===== src/acrf_map.vh =====
// Register map, field positions, reset values and counts of the converter block
// ****************************************************************************
// ****************************************************************************
`ifndef ACRF_MAP_VH
`define ACRF_MAP_VH

// ****************************************************************************
// Register addresses
// ****************************************************************************
`define ACRF_ADDR_CONFIG      8'hbc
`define ACRF_ADDR_RES_LOW     8'hbd
`define ACRF_ADDR_RES_HIGH    8'hbe

// ****************************************************************************
// Reset values
// ****************************************************************************
`define ACRF_RST_CONFIG       8'hf9
`define ACRF_RST_RESULT       8'h00
`define ACRF_RST_READ         8'h00

// ****************************************************************************
// Configuration fields
// ****************************************************************************
`define ACRF_CFG_DIV_HI       7
`define ACRF_CFG_DIV_LO       3
`define ACRF_CFG_LEFT_ALIGN   2
`define ACRF_CFG_EIGHT_BIT    1
`define ACRF_CFG_GAIN         0

// ****************************************************************************
// Conversion counts and codes
// ****************************************************************************
`define ACRF_DIV_ZERO         5'h00
`define ACRF_DIV_ONE          5'h01
`define ACRF_BIT_TOP          4'h9
`define ACRF_BIT_STOP_10      4'h0
`define ACRF_BIT_STOP_8       4'h2
`define ACRF_BIT_STEP         4'h1
`define ACRF_CODE_ZERO        10'h000
`define ACRF_CODE_ONE         10'h001
`define ACRF_PAD6             6'h00
`define ACRF_BYTE_ZERO        8'h00

`endif


===== src/acrf_top.v =====
// Converter configuration, successive-approximation sequencer and result byte formatting
`timescale 1ns/1ps
`include "acrf_map.vh"

module acrf_top (
	input  wire       I_CLK_SYS,
	input  wire       I_RESETN,
	input  wire [7:0] I_SFR_ADDR,
	input  wire       I_SFR_WR,
	input  wire       I_SFR_RD,
	input  wire [7:0] I_SFR_WDATA,
	input  wire       I_CONV_START,
	input  wire       I_CMP_ABOVE,
	output reg  [7:0] O_SFR_RDATA,
	output reg  [9:0] O_SAR_TRIAL,
	output reg        O_SAR_CLK_TICK,
	output reg        O_GAIN_UNITY,
	output reg        O_EIGHT_BIT,
	output reg        O_BUSY,
	output reg        O_CONV_DONE
);

	// ************************************************************************
	// State
	// ************************************************************************
	localparam ST_IDLE = 2'b01;
	localparam ST_CONV = 2'b10;

	reg  [1:0] state;
	reg  [1:0] next_state;
	reg  [7:0] converter_config_reg;
	reg  [7:0] result_low_byte;
	reg  [7:0] result_high_byte;
	reg  [4:0] div_cnt;
	reg  [3:0] bit_idx;
	reg  [9:0] trial;
	reg        cmp_meta;
	reg        cmp_sync;
	reg  [7:0] next_low;
	reg  [7:0] next_high;
	reg  [9:0] resolved;

	wire [4:0] sar_clock_divider;
	wire       left_align_select;
	wire       eight_bit_mode_enable;
	wire       gain_select;
	wire       sar_tick;
	wire [3:0] stop_idx;
	wire       last_bit;
	wire       finish;
	wire       start;
	wire [9:0] bit_mask;

	assign sar_clock_divider     = converter_config_reg[`ACRF_CFG_DIV_HI:`ACRF_CFG_DIV_LO];
	assign left_align_select     = converter_config_reg[`ACRF_CFG_LEFT_ALIGN];
	assign eight_bit_mode_enable = converter_config_reg[`ACRF_CFG_EIGHT_BIT];
	assign gain_select           = converter_config_reg[`ACRF_CFG_GAIN];

	// ************************************************************************
	// Comparator synchroniser
	// ************************************************************************
	// The comparator must settle within one conversion clock; below divider 3
	// the trial output register and the two-flop delay leave no time, hence the advice to keep it at 3 or more.
	always @(posedge I_CLK_SYS or negedge I_RESETN) begin
		if (!I_RESETN) begin
			cmp_meta <= 1'b0;
			cmp_sync <= 1'b0;
		end else begin
			cmp_meta <= I_CMP_ABOVE;
			cmp_sync <= cmp_meta;
		end
	end

	// ************************************************************************
	// Conversion clock divider
	// ************************************************************************
	assign sar_tick = (state == ST_CONV) && (div_cnt == sar_clock_divider);
	assign start    = (state == ST_IDLE) && I_CONV_START;

	always @(posedge I_CLK_SYS or negedge I_RESETN) begin
		if (!I_RESETN) begin
			div_cnt <= `ACRF_DIV_ZERO;
		end else if (start || sar_tick) begin
			div_cnt <= `ACRF_DIV_ZERO;
		end else if (state == ST_CONV) begin
			div_cnt <= div_cnt + `ACRF_DIV_ONE;
		end
	end

	// ************************************************************************
	// Successive approximation
	// ************************************************************************
	assign stop_idx = eight_bit_mode_enable ? `ACRF_BIT_STOP_8 : `ACRF_BIT_STOP_10;
	assign last_bit = (bit_idx == stop_idx);
	assign finish   = sar_tick && last_bit;
	assign bit_mask = `ACRF_CODE_ONE << bit_idx;

	always @* begin
		next_state = state;
		case (state)
			ST_IDLE: begin
				if (I_CONV_START) begin
					next_state = ST_CONV;
				end
			end
			ST_CONV: begin
				if (finish) begin
					next_state = ST_IDLE;
				end
			end
			default: begin
				next_state = ST_IDLE;
			end
		endcase
	end

	// Trial bit is kept when the input is above the trial level, else cleared
	always @* begin
		resolved = cmp_sync ? trial : (trial & ~bit_mask);
	end

	always @(posedge I_CLK_SYS or negedge I_RESETN) begin
		if (!I_RESETN) begin
			state   <= ST_IDLE;
			bit_idx <= `ACRF_BIT_TOP;
			trial   <= `ACRF_CODE_ZERO;
		end else begin
			state <= next_state;
			if (start) begin
				bit_idx <= `ACRF_BIT_TOP;
				trial   <= `ACRF_CODE_ONE << `ACRF_BIT_TOP;
			end else if (sar_tick && !last_bit) begin
				bit_idx <= bit_idx - `ACRF_BIT_STEP;
				trial   <= resolved | (bit_mask >> 1);
			end else if (finish) begin
				trial <= resolved;
			end
		end
	end

	// ************************************************************************
	// Result formatting
	// ************************************************************************
	always @* begin
		if (eight_bit_mode_enable) begin
			next_high = resolved[9:2];
			next_low  = `ACRF_BYTE_ZERO;
		end else if (left_align_select) begin
			next_high = resolved[9:2];
			next_low  = {resolved[1:0], `ACRF_PAD6};
		end else begin
			next_high = {`ACRF_PAD6, resolved[9:8]};
			next_low  = resolved[7:0];
		end
	end

	// ************************************************************************
	// Register file
	// ************************************************************************
	// A completing conversion wins over a software write to a result byte in
	// the same cycle, so no result is lost.
	always @(posedge I_CLK_SYS or negedge I_RESETN) begin
		if (!I_RESETN) begin
			converter_config_reg <= `ACRF_RST_CONFIG;
			result_low_byte      <= `ACRF_RST_RESULT;
			result_high_byte     <= `ACRF_RST_RESULT;
		end else begin
			if (I_SFR_WR && I_SFR_ADDR == `ACRF_ADDR_CONFIG) begin
				converter_config_reg <= I_SFR_WDATA;
			end
			if (finish) begin
				result_low_byte  <= next_low;
				result_high_byte <= next_high;
			end else begin
				if (I_SFR_WR && I_SFR_ADDR == `ACRF_ADDR_RES_LOW) begin
					result_low_byte <= I_SFR_WDATA;
				end
				if (I_SFR_WR && I_SFR_ADDR == `ACRF_ADDR_RES_HIGH) begin
					result_high_byte <= I_SFR_WDATA;
				end
			end
		end
	end

	// ************************************************************************
	// Read port and status outputs
	// ************************************************************************
	always @(posedge I_CLK_SYS or negedge I_RESETN) begin
		if (!I_RESETN) begin
			O_SFR_RDATA    <= `ACRF_RST_READ;
			O_SAR_TRIAL    <= `ACRF_CODE_ZERO;
			O_SAR_CLK_TICK <= 1'b0;
			O_GAIN_UNITY   <= 1'b1;
			O_EIGHT_BIT    <= 1'b0;
			O_BUSY         <= 1'b0;
			O_CONV_DONE    <= 1'b0;
		end else begin
			if (I_SFR_RD) begin
				case (I_SFR_ADDR)
					`ACRF_ADDR_CONFIG:   O_SFR_RDATA <= converter_config_reg;
					`ACRF_ADDR_RES_LOW:  O_SFR_RDATA <= result_low_byte;
					`ACRF_ADDR_RES_HIGH: O_SFR_RDATA <= result_high_byte;
					default:             O_SFR_RDATA <= `ACRF_RST_READ;
				endcase
			end
			O_SAR_TRIAL    <= trial;
			O_SAR_CLK_TICK <= sar_tick;
			O_GAIN_UNITY   <= gain_select;
			O_EIGHT_BIT    <= eight_bit_mode_enable;
			O_BUSY         <= (next_state == ST_CONV);
			O_CONV_DONE    <= finish;
		end
	end

endmodule // acrf_top


===== config.mk =====
export PLATFORM = sky130hd
export DESIGN_NAME = acrf_top
export DESIGN_NICKNAME = d
export VERILOG_FILES = /design/src/acrf_top.v
export VERILOG_INCLUDE_DIRS = /design/src /design/src/src
export SDC_FILE = /design/constraint.sdc
export NUM_CORES = 1
export LEC_CHECK = 0
export BUFFER_PORTS_ARGS = -buffer_cell sky130_fd_sc_hd__buf_2
export CAP_MARGIN = 20
export CORE_MARGIN = 3
export CORE_UTILIZATION = 30
export CTS_CLUSTER_DIAMETER = 120
export CTS_CLUSTER_SIZE = 12
export DETAILED_ROUTE_END_ITERATION = 6
export GPL_TIMING_DRIVEN = 0
export PLACE_DENSITY = 0.45
export REMOVE_ABC_BUFFERS = 1
export SLEW_MARGIN = 20
export SYNTH_ARGS = -nofsm -noshare
export SYNTH_HDL_FRONTEND = slang
export SYNTH_SLANG_ARGS = --single-unit

===== constraint.sdc =====
create_clock -name I_CLK_SYS -period 4.35 [get_ports I_CLK_SYS]
set_input_delay 0 -clock I_CLK_SYS [delete_from_list [all_inputs] [get_ports I_CLK_SYS]]
set_output_delay 0 -clock I_CLK_SYS [all_outputs]
set_load 0.05 [all_outputs]

### Word-level counts from Yosys, hierarchy flattened

Index checks and enable logic that the tools add are counted.

* memories: 0
* output and inout port bits: 23
* ROM bits: 0
* bits in writable memories: 0
* latch bits: 0
* bits in registers: 70
* logic and storage cells: 65

* bitwise logic cells: 3
* shifts and indexed selects: 1
* eq/ne operators: 8
* $add $sub $neg: 2
* divide/modulo/power cells: 0
* muxes and demuxes: 21
* multiply operators: 0
* reductions and logical operators: 14
* magnitude comparators: 0

Operator list (count)
* 8-bit two-way mux: 8
* 10-bit two-way mux: 4
* 8-bit equality test (second input constant): 3
* 8-bit one-hot mux with 3 select lines: 1
* 10-bit AND: 1
* 5-bit two-way mux: 2
* 10-bit inverter: 1
* 10-bit by 9-bit OR with 10-bit output: 1
* 1-bit by 4-bit << shifter with 10-bit output (first input constant): 1
* 4-bit two-way mux: 2
* 2-bit nonzero test: 4
* 1-bit logical AND: 7
* 2-bit two-way mux: 3
* 5-bit by 1-bit adder with 5-bit output (second input constant): 1
* 5-bit equality test: 1
* 2-bit equality test (second input constant): 2
* 4-bit by 2-bit equality test with 1-bit output: 1
* 2-bit one-hot mux with 2 select lines: 1
* 4-bit by 1-bit subtractor with 4-bit output (second input constant): 1
* 3-bit nonzero test: 1
* 2-bit by 1-bit equality test with 1-bit output (second input constant): 1
* 1-bit logical NOT: 1
* 1-bit logical OR: 1

### Longest topological paths before layout

* word-level depth: 7
* gate-level depth with buffers: 7

### Least setup slack after synthesis

OpenSTA, ideal clock, no wires.

* path kind: reg2reg
* start: reg state[0]
* end: reg bit_idx[2]
* slack: 2617 ps
* data required time: 4225 ps
* clock period less this slack: 1733 ps
* stages on the path, launching flop included: 7
* data arrival time: 1608 ps
* path buffers: 1
* cell sequence: dfstp_2 -> inv_1 -> ha_1 -> buf_2 -> and4b_1 -> nand4_1 -> mux2_2

* word-level cells in the longest chain between the ends: 4
* elaborated cells on any way between the ends: 7

Ends and longest elaborated chain
* from (decl): line acrf_top.v:29 `reg [1:0] state;`
* from (signal assigned): line acrf_top.v:128 `state <= next_state;`
* 2-bit equality test: line acrf_top.v:77 `assign sar_tick = (state == ST_CONV) && (div_cnt == sar_clock_divider);`
* 1-bit logical AND: line acrf_top.v:77
* 1-bit logical AND: line acrf_top.v:132 `end else if (sar_tick && !last_bit) begin`
* 2-bit nonzero test (no line)
* to (signal assigned): line acrf_top.v:125 `` bit_idx <= `ACRF_BIT_TOP; ``
* to (signal assigned): line acrf_top.v:130 `` bit_idx <= `ACRF_BIT_TOP; ``
* to (signal assigned): line acrf_top.v:133 `` bit_idx <= bit_idx - `ACRF_BIT_STEP; ``
* to (decl): line acrf_top.v:35 `reg [3:0] bit_idx;`

Parallel ways exist; a longest one is shown, timed or not.
A chain may end at the register's enable or synchronous reset.

### Final worst setup path

* start: reg state[0]
* end: reg trial[0]

* word-level cells in the longest chain between the ends: 5
* elaborated cells on any way between the ends: 9

Ends and longest elaborated chain
* 2-bit equality test: line acrf_top.v:77
* 1-bit logical AND: line acrf_top.v:77
* 1-bit logical AND: line acrf_top.v:132
* 10-bit two-way mux: line acrf_top.v:132
* 10-bit two-way mux: line acrf_top.v:129 `if (start) begin`
* to (signal assigned): line acrf_top.v:131 `` trial <= `ACRF_CODE_ONE << `ACRF_BIT_TOP; ``
* to (signal assigned): line acrf_top.v:134 `trial <= resolved | (bit_mask >> 1);`
* to (signal assigned): line acrf_top.v:136 `trial <= resolved;`
* to (decl): line acrf_top.v:36 `reg [9:0] trial;`

Parallel ways exist; a longest one is shown, timed or not.

==> results.tsv <==
stage	metric	value	unit
critical_path	reg-to-reg endpoint	trial[0]	
synthesis	synth warn	0	
final_layout	area of the multi-input gates	1625	sq um
floorplanning	die area	13270	sq um
critical_path	R2R cell count	5	
pwr	total power	2.200	mW
final_layout	Layout Cells excl Fill	520	
sta	fin crit period	2334	ps
floorplanning	# rows	39	
route	DR iter-0 viols	97	
synthesis	Synth async-reset ratio	100.0	%
critical_path	worst path required time	4510	ps
place	Post-DP HPWL	6150	microns
final_layout	fill count	1175	
floorplanning	starting density of the core	31.05	%
sta	fin crit share	53.65	%
clock_network	CTS Buf Count	9	
final_layout	fin area	4298	sq um
final_layout	area delta synth->final	20.19	%
critical_path	Crit Reg-Reg Startpoint	state[0]	
min_path	hold crit path type	input pin to flop	
clock_network	clock sink count	70	
final_layout	Sequential Area	1764	sq um
pwr	sequential share of power	40.1	%
global_routing	antenna violations before repair	0	
final_layout	Layout Nets	402	
sta	Fin. Hold Viols	0	
global_routing	first-pass GRT wire length	14800	microns
global_routing	vias in the first global route	2772	
route	final WL	8781	microns
status	status	finished, final reports clean	
sta	final setup fails	0	
route	post-DR wirelength/cell	16.89	microns
place	Cell Area, Placed	3905	sq um
global_routing	GRT Util Overall	14.38	%
sta	Tightest Pin Transition	971.0	ps
global_routing	largest net degree at the start of global routing	37	
sta	Max transition margin	35.03	%
sta	post-route setup slack	2016	ps
final_layout	layout cell share with drive strength beyond 1	23.87	%
floorplanning	I/O Pins	45	
synthesis	Primary FF master, synth	dfrtp_1	
synthesis	Cell variety after synth	51	
final_layout	Core Util, Final	37.32	%
sta	fmax	428.5	MHz
route	Routed Antenna Nets	0	
route	via count	2567	
clock_network	H-tree Lvls	3	
route	TritonRoute pass-1 iters	4	
pwr	Internal	1.444	mW
place	Placed Cells incl. Taps	493	
synthesis	Post-synth EDFFs	0	
sta	Hold WS	27.08	ps
critical_path	Critical Path Source Type	flop	
clock_network	Clock Path Buffers	2	
clock_network	Clock Tree Root	clkbuf_16	
sta	Setup Skew	4.827	ps
pwr	switch share	34.36	%
clock_network	Post-CTS Setup Bufs	0	
pwr	power per cell area	511.8	nW/um^2
floorplanning	die width	115.2	microns
final_layout	biggest registers after layout	O_SAR_TRIAL (10), trial (10)	
pwr	Psw	755.9	uW
critical_path	Setup crit end	trial[0]	
critical_path	Critical Path Sink Type	flop	
global_routing	global route overflow	0	
place	Buffers on Ports	44	
synthesis	cells after synthesis	321	
synthesis	Mapped Area	3576	sq um
critical_path	Crit Path Max Fanout	13	
sta	max-slew violations	0	
pwr	Clk network pwr share	31.5	%
synthesis	Synth Register Bits	70	
critical_path	crit path from	state[0]	
floorplanning	Die H	115.2	microns
pwr	Comb pwr share	28.4	%
critical_path	Reg2Reg Setup Slack	2020	ps
clock_network	CTS clock-pin slew for the worst setup and hold paths	50	ps
clock_network	worst-skew pair later-pin latency	330	ps
synthesis	sequential area share after synthesis	49.34	%
critical_path	WP data arrival	2490	ps
critical_path	CP Class	flop to flop	
sta	RSZ-0062 raised after global routing	no	
final_layout	# diodes	0	
pwr	worst IR drop on VDD	0.2073	mV
pwr	P_leak	1.974	nW
clock_network	CTS tree	built	
synthesis	Syn Area/Cell	11.14	sq um
route	remaining routing DRC violations	0	
place	DP Worst Slack	1990	ps
place	GPL Wtd Cong	0.7672	
floorplanning	CORE AREA	11520	sq um
job	max cap viols	0	
sta	Post-Route Setup TNS	0	ps
route	Via density	4.937	
[cell families after synthesis]
family	count (synthesis)	share of synthesized area, %
and+or+nand+nor	81	13.05
DFF	70	49.34
AOI/OAI and AO/OA	62	11.48
muxes	52	14.87
buffers and inverters	38	5.389
xor gates and xnor gates	10	3.079
adders and majority gates	8	2.799
[routing by layer]
metal / global-route usage (%) / wire length, microns
met1: 20.26 / 4431
met3: 3.684 / 341
met2: 21.64 / 3880
met4: 4.617 / 127
met5: 0 / 0
[cells in the mapped netlist, drive strengths merged, types with 2 or more instances]
master | n | area, sq um
o21ai | 2 | 10.01
o21a | 2 | 15.01
a211oi | 5 | 37.54
mux2i | 43 | 430.4
ha | 8 | 100.1
nor2b | 6 | 37.54
nor3 | 12 | 65.06
inv | 21 | 78.83
dfstp | 10 | 262.8
dfrtp | 60 | 1501
xnor2 | 6 | 75.08
o22ai | 8 | 50.05
nor2 | 19 | 76.32
mux2 | 9 | 101.4
xor2 | 4 | 35.03
and4b | 4 | 40.04
a2111oi | 4 | 41.29
buf | 12 | 95.09
nand3b | 2 | 15.01
clkbuf | 5 | 18.77
nand3 | 3 | 32.53
nand2 | 19 | 71.32
a31oi | 7 | 43.79
a21oi | 20 | 100.1
o311ai | 2 | 17.52
nand4 | 7 | 43.79
and2 | 3 | 18.77
a21boi | 5 | 37.54
[power groups by stage]
| stage | logic (mW) | registers (mW) | clock network (mW) |
|---|---|---|---|
| global route | 0.703 | 0.904 | 0.748 |
| global placement | 0.609 | 0.893 | 0 |
| detailed placement | 0.618 | 0.895 | 0 |
| CTS | 0.628 | 0.886 | 0.717 |
| floorplan | 0.364 | 0.955 | 0 |
| finish | 0.625 | 0.883 | 0.692 |
[layout by cell type (no fill, tap or decap), types with 2 or more instances in the layout]
master / n
nor2b_1: 6
and2_1: 3
o311ai_0: 2
nand3b_1: 2
nand4_1: 7
mux2i_1: 43
a2111oi_0: 3
a21oi_1: 20
a21boi_0: 5
a31oi_1: 7
dlygate4sd3_1: 11
clkbuf_16: 9
o21ai_0: 2
nor2_1: 17
o21a_1: 2
mux2_2: 9
clkbuf_8: 3
and4b_1: 4
xnor2_1: 3
nor2_2: 2
a211oi_1: 5
nand2_1: 19
inv_1: 21
dfstp_2: 10
buf_2: 43
xnor2_2: 3
dfrtp_1: 60
nor3_1: 11
xor2_1: 4
o22ai_1: 8
clkbuf_1: 3
ha_1: 8
[critical path, stage by stage (launching register included)]
cell and delay (ps):
dfstp_2 390, inv_1 70, ha_1 440, nand4b_4 270, nor2_1 800, a211oi_1 180
[area by class of cell]
| class | instances | area share (%) |
|---|---|---|
| inverters | 21 | 1.834 |
| clock buffers | 15 | 6.463 |
| clock inverters | 1 | 0.1164 |
| repair buffers | 57 | 8.559 |
| multi-input cells | 213 | 37.82 |
| well taps | 143 | 4.163 |
| flip-flops and latches | 70 | 41.05 |
[worst min-delay path by stage]
stage / cells after the start / end / startpoint
final: 3 / bit_idx[0] / I_CONV_START
after global routing: 3 / state[1] / I_CONV_START
after floorplan: 0 / O_BUSY / I_RESETN
after detailed placement: 1 / O_SFR_RDATA[4] / I_RESETN
after global placement: 1 / cmp_meta / I_CMP_ABOVE
after CTS: 3 / bit_idx[0] / I_CONV_START
[repair_timing]
action / in CTS / in global routing
resized for setup: 0 / 0
hold endpoints to repair: 58 / 0
hold buffers: 11 / 0
Note: power is estimated with default switching activity, not from simulation.
